[src/rtl/pfi_pkg.sv]
// constants, word layouts and bcd helpers for the function instruction block
// assumes a 50 MHz clock and four-digit bcd words throughout
package pfi_pkg;
   // ==========================================================
   // clock and time bases (times in microseconds)
   localparam int CLK_MHZ    = 50;
   localparam int TB_1MS_US  = 1000;
   localparam int TB_10MS_US = 10000;
   localparam int TB_100MS_US = 100000;
   localparam int TB_1S_US   = 1000000;
   localparam int TB_1MS_CYC   = CLK_MHZ * TB_1MS_US;
   localparam int TB_10MS_CYC  = CLK_MHZ * TB_10MS_US;
   localparam int TB_100MS_CYC = CLK_MHZ * TB_100MS_US;
   localparam int TB_1S_CYC    = CLK_MHZ * TB_1S_US;
   localparam int NTB    = 4;
   localparam int TB_1MS = 0;
   localparam int TB_10MS = 1;
   localparam int TB_100MS = 2;
   localparam int TB_1S  = 3;
   localparam int DIV_W  = 26;
   // ==========================================================
   // timers, ranges and tables
   localparam int NTMR     = 5;
   localparam int TMR_FINE = 0;
   localparam int TMR_MS   = 1;
   localparam int TMR_POT  = 2;
   localparam int TMR_RNG1 = 3;
   localparam int TMR_RNG2 = 4;
   localparam logic [15:0] RNG_1S    = 16'h0000;
   localparam logic [15:0] RNG_100MS = 16'h0001;
   localparam logic [15:0] RNG_10MS  = 16'h0002;
   localparam logic [7:0]  POT_MIN   = 8'h01;
   localparam logic [7:0]  POT_MAX   = 8'hfa;
   localparam int NRANGE    = 10;
   localparam int TBL_WORDS = 1 + 2 * NRANGE;
   localparam logic [15:0] WORD_ZERO = 16'h0000;
   localparam logic [3:0]  DIGIT_MAX = 4'h9;
   localparam logic [3:0]  NRANGE_D  = 4'ha;

   // ==========================================================
   // bcd helpers
   function automatic logic [15:0] bcd_inc(input logic [15:0] v);
      logic [15:0] r;
      logic        c;
      r = v;
      c = 1'b1;
      for (int i = 0; i < 4; i++) begin
         if (c) begin
            if (r[4*i+:4] == DIGIT_MAX) r[4*i+:4] = 4'h0;
            else begin
               r[4*i+:4] = r[4*i+:4] + 4'h1;
               c = 1'b0;
            end
         end
      end
      return r;
   endfunction

   function automatic logic [15:0] bcd_dec(input logic [15:0] v);
      logic [15:0] r;
      logic        b;
      r = v;
      b = 1'b1;
      for (int i = 0; i < 4; i++) begin
         if (b) begin
            if (r[4*i+:4] == 4'h0) r[4*i+:4] = DIGIT_MAX;
            else begin
               r[4*i+:4] = r[4*i+:4] - 4'h1;
               b = 1'b0;
            end
         end
      end
      return r;
   endfunction

   function automatic logic [15:0] bin8_to_bcd(input logic [7:0] v);
      logic [7:0] h;
      logic [7:0] t;
      logic [7:0] u;
      h = v / 8'd100;
      t = (v / 8'd10) % 8'd10;
      u = v % 8'd10;
      return {4'h0, h[3:0], t[3:0], u[3:0]};
   endfunction
endpackage

[src/rtl/pfi_tmr_if.sv]
// signals between the scan logic and one decrementing timer
// assumes one clock shared by both ends
`timescale 1ns/100ps
interface pfi_tmr_if;
   logic        en;   // execution condition
   logic        tick; // one-cycle time base pulse
   logic [15:0] set;  // bcd reload value
   logic [15:0] pres; // bcd present value
   logic        done; // completion flag

   modport tmr (input en, input tick, input set, output pres, output done);
   modport ctl (output en, output tick, output set, input pres, input done);
endinterface

[src/rtl/pfi_bcd_timer.sv]
// four-digit bcd decrementing timer with completion flag
// assumes tick is a one-cycle pulse at the timer's unit rate
`timescale 1ns/100ps
module pfi_bcd_timer (
   input wire logic clk,
   input wire logic rst_b,
   pfi_tmr_if.tmr   t
);
   // ==========================================================
   // count down, reload while the condition is off
   always_ff @(posedge clk) begin
      if (!rst_b) t.pres <= pfi_pkg::WORD_ZERO;
      else if (!t.en) t.pres <= t.set;
      else if (t.tick && t.pres != pfi_pkg::WORD_ZERO) begin
         t.pres <= pfi_pkg::bcd_dec(t.pres);
      end
   end

   // flag rises on the edge that empties the count
   always_ff @(posedge clk) begin
      if (!rst_b) t.done <= 1'b0;
      else t.done <= t.en && (t.pres == pfi_pkg::WORD_ZERO ||
                     (t.tick && t.pres == 16'h0001));
   end
endmodule

[src/rtl/pfi_range_cmp.sv]
// table of lower/upper bcd limit pairs tested against one data word
// assumes limits are packed lowest range first, lower limit in the low half
`timescale 1ns/100ps
module pfi_range_cmp (
   input  wire logic [pfi_pkg::NRANGE*32-1:0] lim,
   input  wire logic [15:0]                   data,
   input  wire logic [3:0]                    count,
   output logic      [15:0]                   hits
);
   // ==========================================================
   // one comparator per range, unused bits stay off
   for (genvar i = 0; i < 16; i++) begin : g_rng
      if (i < pfi_pkg::NRANGE) begin : g_used
         // bcd words order the same as binary
         assign hits[i] = (4'(i) < count) &&
                          data >= lim[32*i+:16] &&
                          data <= lim[32*i+16+:16];
      end else begin : g_off
         assign hits[i] = 1'b0;
      end
   end
endmodule

[src/rtl/pfi_top.sv]
// function instruction execution: edge bits, latch, timers, counters,
// moves, compares, shift register and range tables
// assumes scan_strobe pulses once per program scan from same-clock logic,
// and program operands come from that same logic; pins are asynchronous
`timescale 1ns/100ps
module pfi_top #(
   parameter logic [3:0][25:0] TB_CYC = {26'(pfi_pkg::TB_1S_CYC),
                                         26'(pfi_pkg::TB_100MS_CYC),
                                         26'(pfi_pkg::TB_10MS_CYC),
                                         26'(pfi_pkg::TB_1MS_CYC)}
) (
   input  wire logic                               clk,
   input  wire logic                               rst_b,
   input  wire logic                               scan_strobe,
   input  wire logic                               rise_cond,
   output logic                                    rise_bit,
   input  wire logic                               fall_cond,
   output logic                                    fall_bit,
   input  wire logic                               latch_set,
   input  wire logic                               latch_rst,
   output logic                                    latch_bit,
   input  wire logic [4:0]                         tmr_en,
   input  wire logic [15:0]                        fine_set,
   input  wire logic [15:0]                        ms_set,
   input  wire logic [15:0]                        rng1_code,
   input  wire logic [15:0]                        rng2_code,
   input  wire logic [7:0]                         knob1_pin,
   input  wire logic [7:0]                         knob2_pin,
   output logic      [4:0][15:0]                   tmr_pres,
   output logic      [4:0]                         tmr_done,
   input  wire logic                               pulse_pin,
   input  wire logic                               fast_start,
   input  wire logic                               fast_rst,
   input  wire logic [15:0]                        fast_set,
   output logic      [15:0]                        fast_pres,
   output logic                                    fast_done,
   input  wire logic                               drum_cond,
   input  wire logic                               drum_down,
   input  wire logic                               drum_rst,
   input  wire logic [pfi_pkg::TBL_WORDS*16-1:0]   drum_table,
   output logic      [15:0]                        drum_pres,
   output logic      [15:0]                        drum_hits,
   input  wire logic                               copy_en,
   input  wire logic [15:0]                        copy_src,
   output logic      [15:0]                        copy_dst,
   output logic                                    copy_eq,
   input  wire logic                               inv_en,
   input  wire logic [15:0]                        inv_src,
   output logic      [15:0]                        inv_dst,
   output logic                                    inv_eq,
   input  wire logic                               cmpr_en,
   input  wire logic [15:0]                        cmpr_a,
   input  wire logic [15:0]                        cmpr_b,
   output logic                                    cmpr_eq,
   output logic                                    cmpr_lt,
   output logic                                    cmpr_gt,
   input  wire logic                               shift_data,
   input  wire logic                               shift_pulse,
   input  wire logic                               shift_rst,
   output logic      [15:0]                        shift_word,
   input  wire logic                               blk_en,
   input  wire logic [15:0]                        blk_data,
   input  wire logic [pfi_pkg::TBL_WORDS*16-1:0]   blk_table,
   output logic      [15:0]                        blk_result
);
   // ==========================================================
   // functions
   // clamp a knob reading into its span, as bcd
   function automatic logic [15:0] knob_set(input logic [7:0] k);
      logic [7:0] c;
      c = k;
      if (k < pfi_pkg::POT_MIN) c = pfi_pkg::POT_MIN;
      if (k > pfi_pkg::POT_MAX) c = pfi_pkg::POT_MAX;
      return pfi_pkg::bin8_to_bcd(c);
   endfunction

   // unit tick picked by a range code, none for an illegal code
   function automatic logic rng_tick(input logic [15:0] code,
                                     input logic [3:0] tk);
      logic r;
      r = 1'b0;
      if (code == pfi_pkg::RNG_1S) r = tk[pfi_pkg::TB_1S];
      if (code == pfi_pkg::RNG_100MS) r = tk[pfi_pkg::TB_100MS];
      if (code == pfi_pkg::RNG_10MS) r = tk[pfi_pkg::TB_10MS];
      return r;
   endfunction

   // range count from a table head digit, capped at the table size
   function automatic logic [3:0] head_count(input logic [3:0] d, input logic plus1);
      logic [4:0] n;
      n = {1'b0, d} + {4'h0, plus1};
      if (n > {1'b0, pfi_pkg::NRANGE_D}) n = {1'b0, pfi_pkg::NRANGE_D};
      return n[3:0];
   endfunction

   // ==========================================================
   // pin synchronisers
   logic [16:0] sync1_reg;
   logic [16:0] sync2_reg;
   logic        pulse_prev_reg;
   logic        pulse_rise;

   always_ff @(posedge clk) begin
      if (!rst_b) begin
         sync1_reg <= 17'h00000;
         sync2_reg <= 17'h00000;
         pulse_prev_reg <= 1'b0;
      end else begin
         sync1_reg <= {pulse_pin, knob2_pin, knob1_pin};
         sync2_reg <= sync1_reg;
         pulse_prev_reg <= sync2_reg[16];
      end
   end
   assign pulse_rise = sync2_reg[16] && !pulse_prev_reg;

   // ==========================================================
   // time base dividers
   logic [3:0][25:0] div_reg;
   logic [3:0]       tick_reg;

   for (genvar i = 0; i < pfi_pkg::NTB; i++) begin : g_tb
      always_ff @(posedge clk) begin
         if (!rst_b) begin
            div_reg[i] <= 26'h0000000;
            tick_reg[i] <= 1'b0;
         end else begin
            tick_reg[i] <= div_reg[i] == TB_CYC[i] - 26'h0000001;
            if (div_reg[i] == TB_CYC[i] - 26'h0000001) div_reg[i] <= 26'h0000000;
            else div_reg[i] <= div_reg[i] + 26'h0000001;
         end
      end
   end

   // ==========================================================
   // timers
   pfi_tmr_if tif [pfi_pkg::NTMR] ();
   logic [4:0]       unit_tick;
   logic [4:0][15:0] unit_set;

   // unit and reload value for each timer
   always_comb begin
      unit_tick[pfi_pkg::TMR_FINE] = tick_reg[pfi_pkg::TB_10MS];
      unit_tick[pfi_pkg::TMR_MS]   = tick_reg[pfi_pkg::TB_1MS];
      unit_tick[pfi_pkg::TMR_POT]  = tick_reg[pfi_pkg::TB_100MS];
      unit_tick[pfi_pkg::TMR_RNG1] = rng_tick(rng1_code, tick_reg);
      unit_tick[pfi_pkg::TMR_RNG2] = rng_tick(rng2_code, tick_reg);
      unit_set[pfi_pkg::TMR_FINE]  = fine_set;
      unit_set[pfi_pkg::TMR_MS]    = ms_set;
      unit_set[pfi_pkg::TMR_POT]   = knob_set(sync2_reg[7:0]);
      unit_set[pfi_pkg::TMR_RNG1]  = knob_set(sync2_reg[7:0]);
      unit_set[pfi_pkg::TMR_RNG2]  = knob_set(sync2_reg[15:8]);
   end

   for (genvar i = 0; i < pfi_pkg::NTMR; i++) begin : g_tmr
      assign tif[i].en   = tmr_en[i];
      assign tif[i].tick = unit_tick[i];
      assign tif[i].set  = unit_set[i];
      assign tmr_pres[i] = tif[i].pres;
      assign tmr_done[i] = tif[i].done;
      pfi_bcd_timer u_tmr (
         .clk   (clk),
         .rst_b (rst_b),
         .t     (tif[i].tmr)
      );
   end

   // ==========================================================
   // edge pulses and latch, evaluated at each scan
   logic rise_prev_reg;
   logic fall_prev_reg;
   logic rise_bit_next;
   logic fall_bit_next;

   assign rise_bit_next = rise_cond && !rise_prev_reg;
   assign fall_bit_next = !fall_cond && fall_prev_reg;

   always_ff @(posedge clk) begin
      if (!rst_b) begin
         rise_prev_reg <= 1'b0;
         fall_prev_reg <= 1'b0;
         rise_bit <= 1'b0;
         fall_bit <= 1'b0;
      end else if (scan_strobe) begin
         rise_prev_reg <= rise_cond;
         fall_prev_reg <= fall_cond;
         rise_bit <= rise_bit_next;
         fall_bit <= fall_bit_next;
      end
   end

   // reset wins when both inputs are on
   always_ff @(posedge clk) begin
      if (!rst_b) latch_bit <= 1'b0;
      else if (scan_strobe && latch_rst) latch_bit <= 1'b0;
      else if (scan_strobe && latch_set) latch_bit <= 1'b1;
   end

   // ==========================================================
   // fast up-counter, runs at clock rate on the pulse pin
   logic [15:0] fast_inc;
   logic        fast_hit;

   assign fast_inc = pfi_pkg::bcd_inc(fast_pres);
   // 9999 wraps to 0000, so a target of 0000 is ten thousand counts
   assign fast_hit = fast_start && !fast_rst && pulse_rise &&
                     fast_inc == fast_set;

   always_ff @(posedge clk) begin
      if (!rst_b) fast_pres <= pfi_pkg::WORD_ZERO;
      else if (fast_rst) fast_pres <= pfi_pkg::WORD_ZERO;
      else if (fast_hit) fast_pres <= pfi_pkg::WORD_ZERO;
      else if (fast_start && pulse_rise) fast_pres <= fast_inc;
   end

   // a new hit wins over the end-of-scan clear
   always_ff @(posedge clk) begin
      if (!rst_b) fast_done <= 1'b0;
      else if (fast_hit) fast_done <= 1'b1;
      else if (scan_strobe) fast_done <= 1'b0;
   end

   // ==========================================================
   // reversible drum counter and its range table
   logic        drum_prev_reg;
   logic [15:0] drum_match;

   always_ff @(posedge clk) begin
      if (!rst_b) begin
         drum_prev_reg <= 1'b0;
         drum_pres <= pfi_pkg::WORD_ZERO;
      end else if (scan_strobe) begin
         drum_prev_reg <= drum_cond;
         if (drum_rst) drum_pres <= pfi_pkg::WORD_ZERO;
         else if (drum_cond && !drum_prev_reg) begin
            drum_pres <= drum_down ? pfi_pkg::bcd_dec(drum_pres)
                                   : pfi_pkg::bcd_inc(drum_pres);
         end
      end
   end

   pfi_range_cmp u_drum (
      .lim   (drum_table[pfi_pkg::TBL_WORDS*16-1:16]),
      .data  (drum_pres),
      .count (head_count(drum_table[3:0], 1'b0)),
      .hits  (drum_match)
   );

   always_ff @(posedge clk) begin
      if (!rst_b) drum_hits <= pfi_pkg::WORD_ZERO;
      else drum_hits <= drum_match;
   end

   // ==========================================================
   // moves and compare
   always_ff @(posedge clk) begin
      if (!rst_b) begin
         copy_dst <= pfi_pkg::WORD_ZERO;
         copy_eq <= 1'b0;
      end else if (scan_strobe && copy_en) begin
         copy_dst <= copy_src;
         copy_eq <= copy_src == pfi_pkg::WORD_ZERO;
      end
   end

   always_ff @(posedge clk) begin
      if (!rst_b) begin
         inv_dst <= pfi_pkg::WORD_ZERO;
         inv_eq <= 1'b0;
      end else if (scan_strobe && inv_en) begin
         inv_dst <= ~inv_src;
         inv_eq <= inv_src == 16'hffff;
      end
   end

   always_ff @(posedge clk) begin
      if (!rst_b) begin
         cmpr_eq <= 1'b0;
         cmpr_lt <= 1'b0;
         cmpr_gt <= 1'b0;
      end else if (scan_strobe && cmpr_en) begin
         cmpr_eq <= cmpr_a == cmpr_b;
         cmpr_lt <= cmpr_a < cmpr_b;
         cmpr_gt <= cmpr_a > cmpr_b;
      end
   end

   // ==========================================================
   // shift register, reset has priority
   logic shift_prev_reg;

   always_ff @(posedge clk) begin
      if (!rst_b) begin
         shift_prev_reg <= 1'b0;
         shift_word <= pfi_pkg::WORD_ZERO;
      end else if (scan_strobe) begin
         shift_prev_reg <= shift_pulse;
         if (shift_rst) shift_word <= pfi_pkg::WORD_ZERO;
         else if (shift_pulse && !shift_prev_reg) begin
            shift_word <= {shift_word[14:0], shift_data};
         end
      end
   end

   // ==========================================================
   // block range compare
   logic [15:0] blk_match;

   pfi_range_cmp u_blk (
      .lim   (blk_table[pfi_pkg::TBL_WORDS*16-1:16]),
      .data  (blk_data),
      .count (head_count(blk_table[3:0], 1'b1)),
      .hits  (blk_match)
   );

   always_ff @(posedge clk) begin
      if (!rst_b) blk_result <= pfi_pkg::WORD_ZERO;
      else if (scan_strobe && blk_en) blk_result <= blk_match;
   end
endmodule

[config.mk]
export PLATFORM = sky130hd
export DESIGN_NAME = pfi_top
export DESIGN_NICKNAME = d
export VERILOG_FILES = /design/src/rtl/pfi_pkg.sv /design/src/rtl/pfi_tmr_if.sv /design/src/rtl/pfi_bcd_timer.sv /design/src/rtl/pfi_range_cmp.sv /design/src/rtl/pfi_top.sv
export SDC_FILE = /design/constraint.sdc
export NUM_CORES = 2
export LEC_CHECK = 0
export ABC_AREA = 1
export BUFFER_PORTS_ARGS = -buffer_cell sky130_fd_sc_hd__buf_2
export CORE_AREA = 2 2 416 418
export CTS_BUF_LIST = sky130_fd_sc_hd__clkbuf_8
export DETAILED_ROUTE_END_ITERATION = 10
export DIE_AREA = 0 0 418 420
export GPL_TIMING_DRIVEN = 0
export PLACE_DENSITY = 0.4
export SETUP_SLACK_MARGIN = 0.4
export SLEW_MARGIN = 5
export SYNTH_ARGS = -nofsm -noshare
export SYNTH_HDL_FRONTEND = slang
export SYNTH_SLANG_ARGS = --single-unit
[constraint.sdc]
create_clock -name clk -period 2.9 [get_ports clk]
set_clock_uncertainty 0.15 [all_clocks]
set_input_delay 0.145 -clock clk [delete_from_list [all_inputs] [get_ports clk]]
set_output_delay 0.145 -clock clk [all_outputs]
set_load 0.01 [all_outputs]
Yosys cells after proc, flatten, opt, wreduce, memory -nomap -nowiden
Index checks and enable logic that the tools add are counted.

Add/subtract/negate cells: 37. Divide/modulo/power cells: 8. $lt $le $gt $ge: 68. Equality and inequality tests: 44. Multiplexer cells: 191. Bitwise logic cells: 2. Reduce and logical (&&, ||, !) cells: 153.

Operator list (number): >= comparator 16 bit (20); <= comparator 16 bit (20); two-way mux 4 bit (55); two-way mux 16 bit (9); logical NOT 16 bit (8); two-way mux 1 bit (117); == test 16 x 1 -> 1 bit (second input constant) (7); adder 26 x 1 -> 26 bit (second input constant) (4); logical NOT 4 bit (24); subtractor 4 x 1 -> 4 bit (second input constant) (24); nonzero test 16 bit (5); two-way mux 12 bit (6); logical AND 1 bit (70); AND reduction 2 bit (20); inequality test 2 x 1 -> 1 bit (second input constant) (17); adder 4 x 1 -> 4 bit (second input constant) (8); == test 16 bit (2); == test 16 x 2 -> 1 bit (second input constant) (2); == test 4 bit (second input constant) (8); < comparator 3 x 4 -> 1 bit (first input constant) (8); remainder unit 8 x 4 -> 8 bit (second input constant) (4); two-way mux 8 bit (4); == test 26 x 16 -> 1 bit (second input constant) (1); == test 26 x 19 -> 1 bit (second input constant) (1); 25 further kinds (59).

Bits in registers: 347. Output and inout bits: 206. Word-level logic and storage cells: 563.

Depth between registers and ports, before layout
Depth in word-level cells: 20. Depth in mapped cells: 32. Mapped depth without buffers: 32.

By module
Synthesis repeated with hierarchy kept, for this count alone.

Cells, all modules: 5574. Area, all modules: 36172.2 µm².

By module, submodules not included: pfi_range_cmp (times used 2, cells each 1445, area an instance 8643.3 µm²); pfi_top (times used 1, cells each 1839, area an instance 13431.6 µm²); pfi_bcd_timer (g_tmr[1].u_tmr ...) (times used 4, cells each 169, area an instance 1081.0 µm²); pfi_bcd_timer (g_tmr[0].u_tmr) (times used 1, cells each 169, area an instance 1129.8 µm²).

Worst setup path after synthesis
Ideal clock, no wire load.

Path kind: reg-to-reg. Start: reg sync2_reg[4]. End: reg g_tmr[3].u_tmr.t.pres[7]. Arrival time: 2.944 ns. Setup slack: -0.260 ns. Cell stages (with the launch flop): 30. Path buffers: 0. Cells stage by stage: dfxtp_1 inv_1 ha_1 o21ai_2 nand3_1 nand2_2 nand2_2 nand2_2 nand2_2 a21boi_2 nand2_4 nand2_4 nand2_2 nand3_2 nand2_2 nand2_2 nand2_1 nand2_1 inv_2 nand2_2 nand3_2 nand3_2 nand2_2 ha_1 nand3b_1 nand2_1 nand2_1 nand3_1 nand2_1 a21oi_2.

Cells in the longest elaborated chain, start to end: 6. Elaborated cells between the ends (all ways): 7. Classes of those cells: div (2); order compare (2); mux (3).

RTL lines: start: declaration (RTL line pfi_top.sv:99) `logic [16:0] sync2_reg;`; start signal: assignment (RTL line pfi_top.sv:110) `sync2_reg <= sync1_reg;`; < comparator 8 x 1 -> 1 bit (RTL line pfi_top.sv:72) `if (k < pfi_pkg::POT_MIN) c = pfi_pkg::POT_MIN;`; two-way mux 8 bit (RTL line pfi_top.sv:72); two-way mux 8 bit (*) (RTL line pfi_top.sv:73) `if (k > pfi_pkg::POT_MAX) c = pfi_pkg::POT_MAX;`; divider 8 x 4 -> 8 bit (*) (RTL line pfi_pkg.sv:81) `t = (v / 8'd10) % 8'd10;`; remainder unit 8 x 4 -> 8 bit (*) (RTL line pfi_pkg.sv:81); two-way mux 12 bit (*) (RTL line pfi_bcd_timer.sv:13) `else if (!t.en) t.pres <= t.set;`; end signal: assignment (RTL line pfi_bcd_timer.sv:12) `if (!rst_b) t.pres <= pfi_pkg::WORD_ZERO;`; end signal: assignment (RTL line pfi_bcd_timer.sv:13); end signal: assignment (RTL line pfi_bcd_timer.sv:15) `t.pres <= pfi_pkg::bcd_dec(t.pres);`; end: declaration (RTL line pfi_tmr_if.sv:11) `modport tmr (input en, input tick, input set, output pres, output done);`.

Mark *: on every way between the ends. The rest lies on a longest branch, timed or not. A chain may end at the register's enable or synchronous reset.

Final worst setup path
Start: reg sync2_reg[3]. End: reg g_tmr[3].u_tmr.t.pres[7].

The elaborated chain is that of the path after synthesis.

==> metrics.cfg <==
[hold_path]
hold-path-endpoint = drum_hits[8]
hold_class = in2reg
holdPathStages = 6
min_from = drum_table[286]

[yosys]
synth-edff-count = 0
ys_ff_latch = 341
synthAdderAreaFrac = 0.2596
synth_compound_area_frac = 0.1814
postSynthAreaPerCell_um2 = 6.959
synth_area_mm2 = 0.03297
ys_types = 74
synth_xor_area_frac = 0.01382
synth_top_family_by_area = adder cells
syn_inst = 4737
ys_seq_area_frac = 0.2071
synth_warnings = 0
yosys_most_used_dff = dfxtp_1
synth-simple-area-share = 0.2016
synthMuxAreaShare = 0.0006073
async_reset_ff_frac = 0

[floorplanning]
die_area_mm2 = 0.1756
die_w_um = 418
ios = 1079
die_height_um = 420
start_util = 0.1928
core_area_mm2 = 0.1710
num_rows = 152

[run_status]
failed_checks = setup timing
outcome = finished, violations left

[worst_setup_path]
crit_path_start = sync2_reg[3]
slowest_delay_ns = 0.37
worst-endpoint-required_ns = 3.39
crit_type = reg2reg
worstPathArrival_ns = 3.74
r2r_slack_ns = -0.35
crit_buf_inv = 1
reg2regPathDepth = 28
crit_top_cell = nand2_4
crit_path_end_kind = flop
rr_startpoint = sync2_reg[3]
crit_family = simple AND/OR/NAND/NOR gates
crit_slowest_cell = dfxtp_4
r2r_end = g_tmr[3].u_tmr.t.pres[7]
critPathLaunchType = flop
path_max_fanout = 4

[finish]
layoutNonFillerInstCount = 8836
final_util = 0.3009
fin_area_mm2 = 0.05144
syn_to_final_growth_pct = 56.05
final_nets = 8079
largest_reg_flops = 104
fillCellCount = 18780
drive_above_1_share = 0.2792

[route]
drt-vias-per-instance = 4.374
firstDrtPassIters = 5
wl_per_cell_um = 19.82
drt_wl_total_mm = 175.1
route.detailed.drc = 0
ant_nets = 0
drt-initial-drc-count = 1906
routed-via-count = 38650

[timing]
worst_slack_ns = -0.3524
slew_headroom = 0.1428
setup_tns_ns = -3.532
rsz0062_at_grt = true
hold_violations = 0
max_slew.worst_pin.slew_ns = 1.286
finalCritPeriodShare = 1.122
fmax_ghz = 0.3075
setup_viol = 24
finalWorstPathRequiredPeriod_ns = 3.252
slew_violations = 0

[clock_tree]
clk_pin_slew_worst_paths_ns = 0.06
cts_buffers = 74
clockRootBuffer = clkbuf_8
worst_skew_pair.late_latency_ns = 0.73
cts_tree = built
clock_sinks = 341
htreeDepth = 3
clk_path_buf_depth = 3

[placement]
dp_slack_ns = -1.949
dpl.hpwl_mm = 138.3
port_buffers = 1041
place_area_mm2 = 0.04162
post-place-cells = 8039
gp_congestion = 0.9302

[global_route]
grt_pass1_wl_mm = 249.1
grt.total_usage = 0.1915
first_global_vias = 38860
grt_overflow = 0
antenna_found_initial = 41
grt_max_degree = 26

[power]
p_per_area_mw_per_mm2 = 332.5
peakVddDrop_mv = 0.2682
leakage_nw = 26.73

[flow_run]
max_cap_viol_count = 0

-- synthesized netlist by cell type, types with 33 or more instances --
cell / count / area [um2]
o21ai_0: 204 / 1021
nand2_1: 634 / 2380
clkbuf_1: 51 / 191.4
nor3_1: 120 / 600.6
a31oi_1: 33 / 206.5
a211oi_1: 61 / 457.9
a21oi_1: 412 / 2062
inv_1: 1078 / 4046
ha_1: 684 / 8558
nor4_1: 36 / 225.2
nand4_1: 85 / 531.8
xor2_1: 41 / 359.1
o21a_1: 81 / 608.1
dfxtp_1: 341 / 6827
nand3_1: 151 / 755.7
nor2_1: 361 / 1355
-- how the worst max path moves through the flow --
stage / endpoint / slack, ns / depth (start not counted)
after floorplan: g_tmr[3].u_tmr.t.pres[7] / -0.13 / 29
after global placement: drum_hits[2] / -2.93 / 15
after detailed placement: drum_hits[1] / -1.95 / 16
after CTS: g_tmr[2].u_tmr.t.pres[7] / -0.33 / 29
after global routing: g_tmr[2].u_tmr.t.pres[7] / -0.57 / 30
final: g_tmr[3].u_tmr.t.pres[7] / -0.35 / 28
-- metrics by stage --
stage	hold slack, ns	power, W
after floorplan	0.08496	0.007951
after global placement	0.1783	0.01011
after detailed placement	0.1816	0.01024
after CTS	-0.08635	0.01722
after global routing	-0.02950	0.01837
final	0.02633	0.01711
-- cells by family (layout without fill, tap and decap cells) --
logic type,Yosys count,count (layout)
muxes,2,2
other,1,36
xor gates and xnor gates,52,52
buffers and inverters,1171,3002
and+or+nand+nor,1496,1496
DFF,341,341
AOI/OAI and AO/OA,990,990
adders and majority gates,684,684
-- where the power goes --
part	internal, W	total [W]	switching [W]
Sequential	0.00489	0.00515	0.000265
Clock	0.00305	0.00573	0.00268
Combinational	0.00276	0.00622	0.00346
Total	0.0107	0.0171	0.00641
-- cell usage in the layout, fill, tap and decap left out, types with 36 or more instances in the layout --
cell,instances
nand2_1,574
clkbuf_8,91
nand4_1,85
o21a_1,81
ha_1,655
dlygate4sd3_1,474
buf_4,143
inv_1,1065
dfxtp_1,292
a211oi_1,44
nand3_1,121
o21ai_0,165
nor2_1,298
buf_2,1042
xor2_1,36
a21oi_1,383
nor3_1,97
nand2_2,55
clkbuf_1,37
-- tightest hold or removal path, cell delays in order --
cell,delay (ns)
buf_2,0.10
inv_1,0.07
ha_1,0.15
a21o_1,0.09
a211oi_2,0.10
nor4_1,0.16
-- cell type report --
type	count	area [um2]	area share
Tap cell	2233	2794	0.05431
Clock buffer	91	1252	0.02435
Multi-Input combinational cell	3236	23770	0.4621
Inverter	1097	4173	0.08111
Timing Repair Buffer	1696	11780	0.2290
Timing Repair inverter	2	12.51	0.0002432
Buffer	74	385.4	0.007491
Sequential cell	341	6923	0.1346
Clock inverter	42	292.8	0.005691
Antenna cell	24	60.06	0.001167
-- routing by layer --
layer	share of wire	up-vias	track usage	wire (um)
li1	-	19360	-	-
met1	0.42	18020	0.2267	73130
met3	0.052	252	0.03582	9139
met2	0.50	1007	0.3461	86940
met5	0.00057	-	0	99
met4	0.033	14	0.05948	5828
-- repair_timing --
| action | in CTS | in global routing |
|---|---|---|
| cloned | 4 | 0 |
| gates resized for setup | 289 | 276 |
| endpoints found under the hold margin | 215 | 2 |
| setup endpoints to repair | 164 | 233 |
| hold buffers | 474 | 1 |
| setup buffers | 116 | 46 |
| pin swaps | 105 | 136 |
(Power assumes the default switching activity.)
